--- config.mk ---
export PLATFORM = sky130hd
export DESIGN_NAME = dsc_device_flat
export DESIGN_NICKNAME = d
export VERILOG_FILES = /design/src/logic/dsc_pkg.sv /design/src/logic/dsc_link_if.sv /design/src/logic/dsc_device.sv /design/src/flat_wrapper.sv
export SDC_FILE = /design/constraint.sdc
export NUM_CORES = 1
export LEC_CHECK = 0
export ABC_AREA = 1
export BUFFER_PORTS_ARGS = -buffer_cell sky130_fd_sc_hd__buf_4
export CAP_MARGIN = 5
export CORE_ASPECT_RATIO = 0.9
export CORE_MARGIN = 8
export CORE_UTILIZATION = 46
export DETAILED_ROUTE_END_ITERATION = 10
export PLACE_DENSITY = 0.64
export SLEW_MARGIN = 20
export SYNTH_ARGS = -nofsm -noshare
export SYNTH_HDL_FRONTEND = slang
export SYNTH_SLANG_ARGS = --single-unit
--- constraint.sdc ---
create_clock -name CLK -period 4.6 [get_ports CLK]
set_input_delay 0.23 -clock CLK [delete_from_list [all_inputs] [get_ports CLK]]
set_output_delay 0.23 -clock CLK [all_outputs]
set_load 0.01 [all_outputs]
--- src/logic/dsc_pkg.sv ---
package dsc_pkg;
	// ==========================================
	// word layout
	localparam int WORD_BITS  = 24;             // bits acted upon
	localparam int LONG_BITS  = 32;             // padded word length
	localparam int PAD_BITS   = 8;              // leading ignored bits in long form
	localparam int CMD_MSB    = 23;             // command code position
	localparam int CMD_LSB    = 20;
	localparam int ADDR_MSB   = 19;             // channel address position
	localparam int ADDR_LSB   = 16;
	localparam int DATA_BITS  = 16;             // data field width
	localparam logic [15:0] CODE_RESET = 16'h0000; // zero scale
	// ==========================================
	// command codes
	localparam logic [3:0] CMD_WRITE      = 4'h0;
	localparam logic [3:0] CMD_UPDATE     = 4'h1;
	localparam logic [3:0] CMD_WRITE_ALL  = 4'h2;
	localparam logic [3:0] CMD_WRITE_UPD  = 4'h3;
	localparam logic [3:0] CMD_POWER_DOWN = 4'h4;
	localparam logic [3:0] CMD_NOP        = 4'hF;
	// ==========================================
	// channel addresses
	localparam logic [3:0] ADDR_A   = 4'h0;
	localparam logic [3:0] ADDR_B   = 4'h1;
	localparam logic [3:0] ADDR_ALL = 4'hF;
	// ==========================================
	// power-up delays
	localparam int CLK_MHZ        = 200;        // system clock rate
	localparam int WAKE_ONE_US    = 5;          // one channel was down
	localparam int WAKE_BOTH5_US  = 12;         // both down, 5 V supply
	localparam int WAKE_BOTH3_US  = 30;         // both down, 3 V supply
	localparam int WAKE_ONE_CYC   = WAKE_ONE_US * CLK_MHZ;
	localparam int WAKE_BOTH5_CYC = WAKE_BOTH5_US * CLK_MHZ;
	localparam int WAKE_BOTH3_CYC = WAKE_BOTH3_US * CLK_MHZ;
	// ==========================================
	// host link timing
	localparam int SCK_HALF_CYC   = 8;          // 40 ns high, 40 ns low
	// ==========================================
	// axi-lite offsets of the host registers
	localparam logic [7:0] OFF_CMD    = 8'h00;  // write: [23:0] word, [31] long form
	localparam logic [7:0] OFF_STATUS = 8'h04;  // read: [0] busy
endpackage : dsc_pkg

--- src/logic/dsc_link_if.sv ---
interface dsc_link_if;
	// ==========================================
	// three-wire link
	logic select_load_n;    // level chip select / load, low active
	logic sck;              // serial clock from host
	logic serial_data_in;   // data into device
	modport host   (output select_load_n, output sck, output serial_data_in);
	modport device (input select_load_n, input sck, input serial_data_in);
endinterface : dsc_link_if

--- src/logic/dsc_device.sv ---
// The register addresses and the AXI4-Lite interface to the registers were decided locally.
module dsc_device #(
	parameter int WAKE_ONE   = dsc_pkg::WAKE_ONE_CYC,   // single wake cycles
	parameter int WAKE_BOTH5 = dsc_pkg::WAKE_BOTH5_CYC, // both down, 5 V
	parameter int WAKE_BOTH3 = dsc_pkg::WAKE_BOTH3_CYC  // both down, 3 V
) (
	// clock and reset
	input  wire logic        CLK,
	input  wire logic        RST,
	// link
	dsc_link_if.device       LINK,
	// supply selection for wake delay
	input  wire logic        SUPPLY_LOW,
	// channel outputs
	output logic [15:0]      CODE_A,
	output logic [15:0]      CODE_B,
	output logic             DOWN_A,
	output logic             DOWN_B,
	output logic             SETTLED
);
	import dsc_pkg::*;

	// ==========================================
	// pin synchronisers
	logic [2:0]  sel_sync;           // select_load_n, three stages
	logic [2:0]  sck_sync;           // sck, three stages
	logic [2:0]  sdi_sync;           // data, three stages
	logic        sel_n;              // accepted select level
	logic        sck_lvl;            // accepted sck level
	logic        sdi_lvl;            // data at accepted point

	// three stages, a change counts when 2nd and 3rd agree
	always_ff @(posedge CLK or posedge RST) begin
		if (RST) begin
			sel_sync <= 3'h7;
			sck_sync <= 3'h0;
			sdi_sync <= 3'h0;
		end else begin
			sel_sync <= {sel_sync[1:0], LINK.select_load_n};
			sck_sync <= {sck_sync[1:0], LINK.sck};
			sdi_sync <= {sdi_sync[1:0], LINK.serial_data_in};
		end
	end

	// debounced levels, updated only on agreement
	always_ff @(posedge CLK or posedge RST) begin
		if (RST) begin
			sel_n   <= 1'b1;
			sck_lvl <= 1'b0;
			sdi_lvl <= 1'b0;
		end else begin
			if (sel_sync[1] == sel_sync[2])
				sel_n <= sel_sync[2];
			if (sck_sync[1] == sck_sync[2])
				sck_lvl <= sck_sync[2];
			// data follows the same agreement rule as sck
			if (sdi_sync[1] == sdi_sync[2])
				sdi_lvl <= sdi_sync[2];
		end
	end

	// edge events
	logic sck_rise;                  // rising link clock
	logic sel_rise;                  // end of frame
	logic sck_prev;
	logic sel_prev;
	assign sck_rise = sck_lvl & ~sck_prev;
	assign sel_rise = sel_n & ~sel_prev;

	// previous levels for edge detection
	always_ff @(posedge CLK or posedge RST) begin
		if (RST) begin
			sck_prev <= 1'b0;
			sel_prev <= 1'b1;
		end else begin
			sck_prev <= sck_lvl;
			sel_prev <= sel_n;
		end
	end

	// ==========================================
	// shift register
	// only the last 24 bits kept; padding simply falls off the top
	logic [WORD_BITS-1:0] shift;     // received word
	logic [5:0]           nbits;     // bits seen this frame, saturating

	// shift on rising sck while selected
	always_ff @(posedge CLK or posedge RST) begin
		if (RST) begin
			shift <= '0;
			nbits <= 6'h00;
		end else if (sel_n) begin
			// sck ignored while deselected
			if (sel_rise)
				nbits <= 6'h00;
		end else if (sck_rise) begin
			// one bit per edge, msb first
			shift <= {shift[WORD_BITS-2:0], sdi_lvl};
			if (nbits != 6'h3F)
				nbits <= nbits + 6'h01;
		end
	end

	// ==========================================
	// decode
	logic [3:0]  command_code;       // top nibble
	logic [3:0]  channel_address;    // second nibble
	logic [15:0] data_field;         // low 16 bits
	logic [1:0]  sel_ch;             // addressed channels, bit0 = A
	logic        do_write;
	logic        do_update;
	logic        upd_all;
	logic        do_down;
	logic        frame_ok;           // at least a full word seen

	assign command_code    = shift[CMD_MSB:CMD_LSB];
	assign channel_address = shift[ADDR_MSB:ADDR_LSB];
	assign data_field      = shift[DATA_BITS-1:0];
	assign frame_ok        = (nbits >= 6'(WORD_BITS));

	// command and address decoding
	always_comb begin
		case (channel_address)
			ADDR_A:   sel_ch = 2'b01;
			ADDR_B:   sel_ch = 2'b10;
			ADDR_ALL: sel_ch = 2'b11;
			default:  sel_ch = 2'b00;   // reserved, nothing addressed
		endcase
		do_write  = 1'b0;
		do_update = 1'b0;
		upd_all   = 1'b0;
		do_down   = 1'b0;
		case (command_code)
			CMD_WRITE:      do_write = 1'b1;
			CMD_UPDATE:     do_update = 1'b1;
			CMD_WRITE_ALL: begin
				do_write = 1'b1;
				upd_all  = 1'b1;
			end
			CMD_WRITE_UPD: begin
				do_write  = 1'b1;
				do_update = 1'b1;
			end
			CMD_POWER_DOWN: do_down = 1'b1;
			default:        ;           // no-op and reserved codes
		endcase
	end

	// ==========================================
	// channel registers
	logic [15:0] in_reg [2];         // input registers
	logic [15:0] dac_reg [2];        // active codes
	logic [1:0]  down;               // power-down flags
	logic [1:0]  upd_ch;             // channels updated this frame
	logic        exec;               // execute strobe

	assign exec   = sel_rise & frame_ok;
	assign upd_ch = upd_all ? 2'b11 : (do_update ? sel_ch : 2'b00);

	genvar g;
	generate
		for (g = 0; g < 2; g++) begin : g_ch
			// write, update and power-down per channel
			always_ff @(posedge CLK or posedge RST) begin
				if (RST) begin
					in_reg[g]  <= CODE_RESET;   // zero scale
					dac_reg[g] <= CODE_RESET;
					down[g]    <= 1'b0;
				end else if (exec) begin
					// write copies data field
					if (do_write && sel_ch[g])
						in_reg[g] <= data_field;
					// update sees the new value on combined commands
					if (upd_ch[g])
						dac_reg[g] <= (do_write && sel_ch[g]) ? data_field : in_reg[g];
					// flag set ignores data, registers untouched
					if (do_down && sel_ch[g])
						down[g] <= 1'b1;
					else if (upd_ch[g])
						down[g] <= 1'b0;
				end
			end
		end
	endgenerate

	// ==========================================
	// wake-up delay
	logic [15:0] wake_cnt;           // cycles until settled
	logic [1:0]  waking;             // down channels being woken

	assign waking = upd_ch & down;

	// load delay at wake-up, count down to settled
	always_ff @(posedge CLK or posedge RST) begin
		if (RST) begin
			wake_cnt <= 16'h0000;
		end else if (exec && waking != 2'b00) begin
			if (down == 2'b11)
				wake_cnt <= SUPPLY_LOW ? 16'(WAKE_BOTH3) : 16'(WAKE_BOTH5);
			else
				wake_cnt <= 16'(WAKE_ONE);
		end else if (wake_cnt != 16'h0000) begin
			wake_cnt <= wake_cnt - 16'h0001;
		end
	end

	// registered outputs
	always_ff @(posedge CLK or posedge RST) begin
		if (RST) begin
			CODE_A  <= CODE_RESET;
			CODE_B  <= CODE_RESET;
			DOWN_A  <= 1'b0;
			DOWN_B  <= 1'b0;
			SETTLED <= 1'b1;
		end else begin
			CODE_A  <= dac_reg[0];
			CODE_B  <= dac_reg[1];
			DOWN_A  <= down[0];
			DOWN_B  <= down[1];
			SETTLED <= (wake_cnt == 16'h0000) && !(exec && waking != 2'b00);
		end
	end
endmodule : dsc_device

--- src/flat_wrapper.sv ---
// flat-port wrapper written by rule: the top's interface ports become plain ports
module dsc_device_flat import dsc_pkg::*;
#(
	parameter int WAKE_ONE   = dsc_pkg::WAKE_ONE_CYC,                        
	parameter int WAKE_BOTH5 = dsc_pkg::WAKE_BOTH5_CYC,                  
	parameter int WAKE_BOTH3 = dsc_pkg::WAKE_BOTH3_CYC                   
)
  (CLK, RST, SUPPLY_LOW, CODE_A, CODE_B, DOWN_A, DOWN_B, SETTLED, LINK_select_load_n, LINK_sck, LINK_serial_data_in);
  dsc_link_if LINK_i ();
  input  wire logic CLK;
  input  wire logic RST;
  input  wire logic SUPPLY_LOW;
  output logic [15:0] CODE_A;
  output logic [15:0] CODE_B;
  output logic DOWN_A;
  output logic DOWN_B;
  output logic SETTLED;
  input wire logic [$bits(LINK_i.select_load_n)-1:0] LINK_select_load_n;
  input wire logic [$bits(LINK_i.sck)-1:0] LINK_sck;
  input wire logic [$bits(LINK_i.serial_data_in)-1:0] LINK_serial_data_in;
  assign LINK_i.select_load_n = LINK_select_load_n;
  assign LINK_i.sck = LINK_sck;
  assign LINK_i.serial_data_in = LINK_serial_data_in;
  dsc_device #(.WAKE_ONE(WAKE_ONE), .WAKE_BOTH5(WAKE_BOTH5), .WAKE_BOTH3(WAKE_BOTH3)) u_core (.CLK(CLK), .RST(RST), .LINK(LINK_i), .SUPPLY_LOW(SUPPLY_LOW), .CODE_A(CODE_A), .CODE_B(CODE_B), .DOWN_A(DOWN_A), .DOWN_B(DOWN_B), .SETTLED(SETTLED));
endmodule
# Word level (Yosys, flattened, before mapping)

Index checks and enable logic that the tools add are counted.
Widths: inputs -> output; s select.

Add/sub/neg operators: 2
Magnitude comparators: 1
Equality and inequality tests: 12
Mux-type cells: 21
Bitwise logic cells: 7
Reductions and logical operators: 25

Operators with widths:

| kind                  | number |
|---|---|
| $mux 16               | 5 |
| $mux 6                | 4 |
| $logic_not 16->1      | 1 |
| $reduce_bool 16->1    | 1 |
| $sub 16x1->16 const B | 1 |
| $mux 13               | 1 |
| $reduce_bool 2->1     | 6 |
| $reduce_and 2->1      | 5 |
| $eq 4x1->1 const B    | 2 |
| $eq 4x2->1 const B    | 2 |
| $logic_not 4->1       | 2 |
| $mux 1                | 8 |
| $add 6x1->6 const B   | 1 |
| $ge 6x5->1 const B    | 1 |
| $logic_and 1x1->1     | 6 |
| $ne 6x6->1 const B    | 1 |
| $pmux 2 s3            | 1 |
| $eq 4x3->1 const B    | 1 |
| $eq 4x4->1 const B    | 1 |
| $mux 2                | 2 |
| $and 1x1->1           | 3 |
| $eq 1x1->1            | 3 |
| $not 1->1             | 3 |
| $reduce_and 3->1      | 1 |
| other kinds (6)       | 6 |

Flip-flop bits (word level): 161
Input port bits: 6
Logic and storage cells: 90

# Longest topological paths before layout

Gate-level depths: netlist of run 1.

Word-level depth: 10
Depth in mapped cells: 12

# Least setup slack after synthesis of run 1

OpenSTA, ideal clock, no wires.

Path kind: flip-flop to flip-flop
From: register u_core.sel_n
To: register u_core.wake_cnt[0]
Setup time: 117 ps
Data arrival time: 1548 ps
Data required time: 4483 ps
Slack: 2934 ps
Cell stages (with the launch flop): 10
Path buffers: 1
Path through: dfstp_2 inv_2 or2_4 nor2_8 nand3_2 nand2_2 buf_6 nor2_1 nand2_1 nand2_1

Word-level cells in the longest chain between the ends: 4
Elaborated cells on any way between the ends: 5

RTL lines:

| what                                         | RTL line          | RTL |
|---|---|---|
| start: declaration                           | dsc_device.sv:28  | `logic sel_n;` |
| start signal: assignment                     | dsc_device.sv:53  | `sel_n <= sel_sync[2];` |
| $and 1x1->1 *                                | dsc_device.sv:68  | `assign sel_rise = sel_n & ~sel_prev;` |
| $and 1x1->1 *                                | dsc_device.sv:157 | `assign exec = sel_rise & frame_ok;` |
| $logic_and 1x1->1 *                          | dsc_device.sv:197 | `end else if (exec && waking != 2'b00) begin` |
| $mux 16 or $reduce_bool 2->1 (tied branches) | -                 |  |
| end signal: assignment                       | dsc_device.sv:199 | `wake_cnt <= SUPPLY_LOW ? 16'(WAKE_BOTH3) : 16'(WAKE_BOTH5);` |
| end signal: assignment                       | dsc_device.sv:201 | `wake_cnt <= 16'(WAKE_ONE);` |
| end signal: assignment                       | dsc_device.sv:203 | `wake_cnt <= wake_cnt - 16'h0001;` |
| end: declaration                             | dsc_device.sv:188 | `logic [15:0] wake_cnt;` |

Every way passes the cells marked *; elsewhere a longest branch is shown, timed or not.
A chain may end at the register's enable or synchronous reset.

# Worst setup path after layout of run 1

From: register u_core.sel_n
To: register u_core.down[0]

Word-level cells in the longest chain between the ends: 3

RTL lines:

| what                           | RTL line          | RTL |
|---|---|---|
| $and 1x1->1                    | dsc_device.sv:68  |  |
| $and 1x1->1                    | dsc_device.sv:157 |  |
| $reduce_and 2->1 (no line)     | -                 |  |
| end signal: indexed assignment | dsc_device.sv:168 | `down[g] <= 1'b0;` |
| end signal: indexed assignment | dsc_device.sv:178 | `down[g] <= 1'b1;` |
| end signal: indexed assignment | dsc_device.sv:180 | `down[g] <= 1'b0;` |
| end: declaration               | dsc_device.sv:153 | `logic [1:0] down;` |

No other way between the ends.

==> results.cfg, run 1 <==
[placement]
io_buffer_count = 40
dpl_cell_area_um2 = 6965
place.gp.congestion = 0.8512
hpwl_mm = 8.662

[grt]
antenna_found_initial = 0
grt_pass1_wl_mm = 22.54
gr-total-overflow = 0
grt_util_all_layers_pct = 15.56
grt_pass1_vias = 4870
grt_max_degree = 72

[die]
die_y_um = 128.8
ioPinCount = 41
die_x_um = 141.3
rows = 41
core_um2 = 13900
die_area_um2 = 18190
initial_core_util_pct = 46.75

[final_layout]
final_common_cell = nand2_1
fillers = 1241
drive_above_1_share_pct = 12.16
post-route-util_pct = 54.73
layout_common_cells = nand2_1 (285), dfrtp_1 (155), inv_1 (66), o21ai_0 (65), buf_4 (43)
diodes = 0
final_nets = 778
design_area_um2 = 7609
area_delta_synth_final_pct = 17.08
ff_latch_area_um2 = 4036
multi_input_comb_area_um2 = 2093

[detailed_routing]
drt-total-wl_mm = 13.06
avgRoutedWirePerCell_um = 13.41
drc = 0
ant_nets = 0
dr.pass1.iters = 7
via_per_inst = 4.892
drtIter0Drc = 355
vias = 4765

[logic_synthesis]
synth-xor-area-share_pct = 0.6739
synth_compound_area_share_pct = 7.624
yosys.area_share.adder_pct = 1.232
synthCells = 724
ys_seq_area_share_pct = 62.11
yosys.area_share.simple_pct = 22.68
synth.distinct_cells = 30
synth_top_family_by_area = simple AND/OR/NAND/NOR gates
synth-seq-cells = 161
synth_mux_area_share_pct = 0
syn-cell-area_um2 = 6499
yosysWarnings = 0
syn_avg_cell_area_um2 = 8.976
synth.net_count = 734

[pwr]
ir_drop_uv = 267.6
p_leak_nw = 3.875
powerDensity_nw_per_um2 = 406.2
power_mw = 3.090

[critical_path]
cp.required_ns = 4.86
crit_top_cell = inv_2
endpoint_kind = register
criticalPathCategory = register to register
cp-start-kind = register
arrival_ns = 3.10
critPathMaxStageDelay_ns = 0.68
crit_path_cell_trace = inv_2, or2_4, nor2_8, inv_2, a21oi_4, o21ai_0
path_max_fanout = 36
cpMaxStageDelayCell = a21oi_4

[sta]
hold_slack_ns = 0.1160
finClkSkew_ns = 0.007519
rsz0062_at_grt = no
setup_viol = 0
max_freq_mhz = 351.8
tightest_slew_ns = 0.8685
fin_setup_tns_ns = 0
slew_headroom_pct = 41.96
finalCritPeriodShare_pct = 61.79
finalCriticalPeriod_ns = 2.843
hold_violations = 0
drv_slew = 0

[clocking]
cts_tree = built
path_clk_slew_ns = 0.06
cts_buffers = 17
cts.path.max_buffers = 2
clock_sinks = 161
clock_latency_ns = 0.42
cts_resized = 0
root_buffer = clkbuf_16
htreeDepth = 4

[status]
status = completed

[worst_hold_path]
hold_class = primary input to register

[flow_run]
max-cap-violations = 0
==> logic make-up after synthesis <==
family,count (synthesis)
AO/OA/AOI/OAI,94
adder cells (fa/ha/maj),7
XOR/XNOR,5
buffers and inverters,93
AND/OR/NAND/NOR,364
flip-flops,161
==> power by group <==
part / switching [mW] / total, mW / leakage, nW / internal (mW)
Combinational: 0.114 / 0.157 / 1.44 / 0.0428
Clock: 0.563 / 1.43 / 0.293 / 0.869
Sequential: 0.0323 / 1.50 / 2.14 / 1.47
==> cell usage after synthesis <==
cell | number | area share, %
nand2_1 | 285 | 16
dfrtp_1 | 155 | 60
inv_1 | 67 | 3.9
o21ai_0 | 65 | 5.0
nor2_1 | 32 | 1.8
nand3_1 | 23 | 1.8
clkbuf_1 | 17 | 0.98
o21ai_1 | 14 | 1.1
a21oi_1 | 9 | 0.69
nor3_1 | 8 | 0.62
nand4_1 | 7 | 0.67
dfstp_2 | 6 | 2.4
xor2_1 | 5 | 0.67
ha_1 | 4 | 0.77
inv_2 | 4 | 0.23
buf_4 | 3 | 0.35
maj3_1 | 3 | 0.46
nand2_2 | 2 | 0.19
nand3_2 | 2 | 0.31
o211ai_1 | 2 | 0.23
o31ai_1 | 2 | 0.23
a21oi_4 | 1 | 0.25
a22o_1 | 1 | 0.13
buf_2 | 1 | 0.077
buf_6 | 1 | 0.17
nand3b_2 | 1 | 0.17
nor2_2 | 1 | 0.096
nor2_8 | 1 | 0.31
or2_2 | 1 | 0.096
or2_4 | 1 | 0.13
==> worst paths after layout <==
| path | depth (start not counted) | slack (ns) | to | start |
|---|---|---|---|---|
| max | 6 | 1.76 | u_core.down[0] | u_core.sel_n |
| min | 4 | 0.12 | u_core.wake_cnt[11] | SUPPLY_LOW |
| max reg2reg | 6 | 1.76 | u_core.down[0] | u_core.sel_n |
| min reg2reg | 0 | 0.35 | u_core.sck_sync[1] | u_core.sck_sync[0] |
| max in group asynchronous | 4 | 3.10 | u_core.dac_reg[14] | RST |
| min in group asynchronous | 3 | 0.47 | u_core.CODE_B[15] | RST |
==> worst max-delay path, delay by kind of cell (launching register included) <==
| family | cells | cell delay, ns |
|---|---|---|
| AO/OA/AOI/OAI | 2 | 0.89 |
| buffers and inverters | 2 | 0.50 |
| AND/OR/NAND/NOR | 2 | 0.72 |
| flip-flops | 1 | 0.57 |
==> layer usage <==
| layer | global-route usage (%) | vias up | wire length, µm |
|---|---|---|---|
| li1 | - | 2358 | - |
| met1 | 18.01 | 2331 | 5846 |
| met2 | 27.01 | 63 | 6655 |
| met3 | 4.517 | 13 | 406 |
| met4 | 5.871 | 0 | 155 |
| met5 | 0 | - | 0 |
==> final cells by class <==
class	instances	area share, %
Clock inverter	13	2.105
Clock buffer	19	5.821
Tap cell	193	3.174
Multi-Input combinational cell	470	27.51
Inverter	71	3.568
Sequential cell	161	53.05
Timing Repair Buffer	47	4.769
==> metrics by stage <==
step,setup WS [ns],instances
after floorplan,0.03166,724
after global placement,1.921,938
after detailed placement,1.814,938
after CTS,1.723,974
after global routing,1.518,974
final,1.757,974
==> timing repair <==
item                      CTS  global route
hold buffers                4             0
buffers inserted            0             0
hold endpoints to repair   71             0
Note: power is estimated with default switching activity, not from simulation.
==> inputs of run 2 (changes only) <==
--- a/config.mk
+++ b/config.mk
@@ -12,7 +12,7 @@
 export CORE_MARGIN = 8
 export CORE_UTILIZATION = 46
 export DETAILED_ROUTE_END_ITERATION = 10
-export PLACE_DENSITY = 0.64
+export PLACE_DENSITY = 0.61
 export SLEW_MARGIN = 20
 export SYNTH_ARGS = -nofsm -noshare
 export SYNTH_HDL_FRONTEND = slang
==> constraint.sdc (replaced) <==
create_clock -name CLK -period 2.7 [get_ports CLK]
set_input_delay 0.135 -clock CLK [delete_from_list [all_inputs] [get_ports CLK]]
set_output_delay 0.135 -clock CLK [all_outputs]
set_load 0.01 [all_outputs]
==> results.cfg, run 2 (same netlist as run 1, synthesis figures left out) <==
[status]
status = completed

[sta]
max_freq_mhz = 473.2
finalCriticalPeriod_ns = 2.113
drv_slew = 0
slew_headroom_pct = 42.48
setup_viol = 0
finalCritPeriodShare_pct = 78.28
hold_slack_ns = 0.3497
rsz0062_at_grt = no
tightest_slew_ns = 0.8607
fin_setup_tns_ns = 0
finClkSkew_ns = 0.008165
hold_violations = 0

[die]
die_y_um = 128.8
ioPinCount = 41
rows = 41
die_area_um2 = 18190
die_x_um = 141.3
core_um2 = 13900
initial_core_util_pct = 46.75

[detailed_routing]
drt-total-wl_mm = 12.55
drc = 0
ant_nets = 0
dr.pass1.iters = 5
avgRoutedWirePerCell_um = 12.85
via_per_inst = 4.798
vias = 4688
drtIter0Drc = 293

[placement]
hpwl_mm = 8.357
io_buffer_count = 40
place.gp.congestion = 0.8160

[worst_hold_path]
worstHoldStart = u_core.sck_sync[0]
hold_depth = 0
hold_class = register to register
hold_end = u_core.sck_sync[1]

[critical_path]
r2r_setup_slack_ns = 0.59
endpoint_kind = register
timing.rr.start = u_core.sel_n
cp-start-kind = register
r2r_cells = 8
path_max_fanout = 34
r2r-end = u_core.dac_reg[22]
criticalPathCategory = register to register
cp.required_ns = 3.05
arrival_ns = 2.46
startpoint = u_core.sel_n

[clocking]
clock_sinks = 161
cts_resized = 0
root_buffer = clkbuf_16
clock_latency_ns = 0.42
htreeDepth = 4
cts_tree = built
cts_setup_buffers = 0
path_clk_slew_ns = 0.06
cts_buffers = 17
cts.path.max_buffers = 2

[final_layout]
fillers = 1254
final_nets = 781
area_delta_synth_final_pct = 17.14
drive_above_1_share_pct = 12.50
diodes = 0
layout_common_cells = nand2_1 (285), dfrtp_1 (155), inv_1 (66), o21ai_0 (65), buf_4 (43)
final_common_cell = nand2_1

[grt]
met1_usage_pct = 19.34
grt_pass1_vias = 4702
met3_usage_pct = 4.073
use_met2_pct = 24.45
grt_max_degree = 109
grt_pass1_wl_mm = 22.27
antenna_found_initial = 0
gr-total-overflow = 0
grt_busiest_layer = met2
grt_util_all_layers_pct = 15.08

[pwr]
powerDensity_nw_per_um2 = 664.8
ir_drop_uv = 472.5
p_leak_nw = 3.875

[flow_run]
max-cap-violations = 0
[run 2: critical path: stages, from the launching register on]
cell	delay, ns
dfstp_2	0.57
inv_2	0.07
or2_4	0.26
nor2_8	0.16
inv_2	0.26
a21oi_4	0.21
buf_4	0.31
nand2_1	0.09
o21ai_1	0.08
[run 2: worst max path at each step]
| stage | end | cells past startpoint |
|---|---|---|
| 2_1_floorplan | u_core.CODE_A[0] | 1 |
| 4_1_cts | u_core.dac_reg[24] | 8 |
| 5_1_grt | u_core.dac_reg[26] | 7 |
| 3_5_place_dp | u_core.dac_reg[24] | 8 |
| 6_report | u_core.dac_reg[22] | 8 |
| 3_3_place_gp | u_core.dac_reg[19] | 7 |
[run 2: area by class of cell]
class	count	area, µm²	share of cell area, %
inverter	71	270.3	3.550
clock inverter	13	105.1	1.381
tap	193	241.5	3.172
clock buffer	19	452.9	5.950
timing repair buffer	50	412.9	5.424
sequential	161	4036	53.02
multi-input combinational	470	2093	27.50
[run 2: metal layers]
layer,routed length [µm],vias to the layer above
met5,0,-
met4,131,0
met3,385,11
met2,6055,55
met1,5977,2263
li1,-,2359
[run 2: through the flow]
stage	utilization, %	cells	worst slack (ns)	instance area [µm²]	power (mW)
floorplan	-	724	0.5271	6502	2.775
global placement	50.38	940	0.6305	7004	2.867
detailed placement	50.38	940	0.5718	7004	2.871
global route	54.76	977	0.3141	7612	5.284
CTS	54.76	977	0.5557	7612	5.129
finish	54.76	977	0.5865	7612	5.061
[run 2: timing repair]
item	CTS	global route
setup endpoints to repair	0	0
hold buffers	5	0
endpoints found under the hold margin	159	0
[run 2: power breakdown]
group	leakage (nW)	switching (mW)	total [mW]	internal, mW
combinational	1.46	0.194	0.272	0.0782
clock	0.274	0.991	2.23	1.24
sequential	2.14	0.0534	2.56	2.50
==> inputs of run 3 (changes only) <==
--- a/config.mk
+++ b/config.mk
@@ -12,7 +12,7 @@
 export CORE_MARGIN = 8
 export CORE_UTILIZATION = 46
 export DETAILED_ROUTE_END_ITERATION = 10
-export PLACE_DENSITY = 0.61
+export PLACE_DENSITY = 0.64
 export SLEW_MARGIN = 20
 export SYNTH_ARGS = -nofsm -noshare
 export SYNTH_HDL_FRONTEND = slang
==> constraint.sdc (replaced) <==
create_clock -name CLK -period 1.8 [get_ports CLK]
set_input_delay 0.09 -clock CLK [delete_from_list [all_inputs] [get_ports CLK]]
set_output_delay 0.09 -clock CLK [all_outputs]
set_load 0.01 [all_outputs]
==> results.cfg, run 3 (same netlist as run 1, synthesis figures left out) <==
[sta]
finClkSkew_ns = 0.01487
slew_headroom_pct = 54.41
tightest_slew_ns = 0.6838
drv_slew = 0
max_freq_mhz = 588.1
rsz0062_at_grt = no
setup_viol = 0
finalCriticalPeriod_ns = 1.700
hold_slack_ns = 0.3138
hold_violations = 0
setup_ws_ns = 0.09971
finalCritPeriodShare_pct = 94.46
fin_setup_tns_ns = 0

[clocking]
path_clk_slew_ns = 0.06
cts_buffers = 17
cts_tree = built
clock_latency_ns = 0.43
root_buffer = clkbuf_16
clock_sinks = 161
cts.path.max_buffers = 2
htreeDepth = 4

[critical_path]
cp.required_ns = 2.14
setup.worst_path.end = u_core.dac_reg[22]
path_max_fanout = 32
r2r_setup_slack_ns = 0.1
startpoint = u_core.sel_n
cp-start-kind = register
endpoint_kind = register
r2r-end = u_core.dac_reg[22]
arrival_ns = 2.04
r2r_cells = 8
timing.rr.start = u_core.sel_n
criticalPathCategory = register to register

[final_layout]
fillers = 1230
ff_latch_area_um2 = 4036
diodes = 0
final_common_cell = nand2_1
layout_common_cells = nand2_1 (284), dfrtp_1 (155), inv_1 (66), buf_4 (63), o21ai_0 (50)
area_delta_synth_final_pct = 19.79
final_nets = 801
post-route-util_pct = 56.00
multi_input_comb_area_um2 = 2105
drive_above_1_share_pct = 14.80

[pwr]
p_leak_nw = 3.974
power_mw = 7.735
ir_drop_uv = 613.9
powerDensity_nw_per_um2 = 993.6

[detailed_routing]
drc = 0
ant_nets = 0
vias = 4802
drtIter0Drc = 369
dr.pass1.iters = 5
drt-total-wl_mm = 13.12
via_per_inst = 4.816
avgRoutedWirePerCell_um = 13.16

[grt]
grt_max_degree = 127
grt_pass1_vias = 4951
antenna_found_initial = 0
grt_pass1_wl_mm = 22.86
gr-total-overflow = 0
grt_util_all_layers_pct = 15.62

[placement]
hpwl_mm = 8.796
place_ws_ns = 0.1049
place.gp.congestion = 0.7906
io_buffer_count = 40

[die]
initial_core_util_pct = 46.75
rows = 41
die_y_um = 128.8
die_x_um = 141.3
die_area_um2 = 18190
ioPinCount = 41
core_um2 = 13900

[worst_hold_path]
hold_class = primary input to register
worstHoldStart = LINK_sck

[status]
status = completed

[flow_run]
max-cap-violations = 0
run 3: where the power goes:
part	total, mW	internal (mW)	switching, mW
combinational	0.429	0.126	0.304
clock	3.48	2.05	1.43
sequential	3.83	3.75	0.0760
total	7.74	5.93	1.81
run 3: area by class of cell:
class | count | share of cell area [%]
clock inverters | 12 | 1.704
clock buffers | 20 | 5.609
well taps | 193 | 3.102
flip-flops and latches | 161 | 51.85
inverters | 71 | 3.472
multi-input cells | 470 | 27.03
repair buffers | 70 | 7.232
run 3: stage by stage:
step,cell area (µm²),cells
6_report,7785,997
3_3_place_gp,7139,958
3_5_place_dp,7139,958
5_1_grt,7785,997
2_1_floorplan,6502,724
4_1_cts,7759,995
run 3: worst min-delay path by stage:
stage / endpoint / cells after the start / slack (ns)
6_report: u_core.sck_sync[0] / 2 / 0.31
3_5_place_dp: u_core.sck_sync[0] / 1 / 0.20
3_3_place_gp: u_core.sdi_sync[0] / 1 / 0.20
5_1_grt: u_core.sdi_sync[0] / 2 / 0.31
2_1_floorplan: u_core.sel_sync[0] / 0 / 0.09
4_1_cts: u_core.sdi_sync[0] / 2 / 0.30
run 3: layer usage:
metal,track usage [%],up-vias,part of all wire (%)
met3,4.147,17,3.7
met1,18.44,2303,45
met4,6.061,0,1.3
met5,0,-,0
li1,-,2410,-
met2,26.92,72,50
run 3: worst max-delay path: stages (launching register included):
cell and delay, ns:
dfstp_2 0.54, inv_2 0.05, or2_4 0.26, nor2_8 0.17, inv_2 0.08, a21oi_4 0.15, buf_12 0.19, nand2_1 0.06
o21ai_1 0.09
run 3: what timing repair did:
item	in CTS	in global routing
gates resized for setup	0	19
endpoints found under the setup margin	0	49
hold endpoints to repair	159	0
hold buffers	5	0
setup buffers	0	2
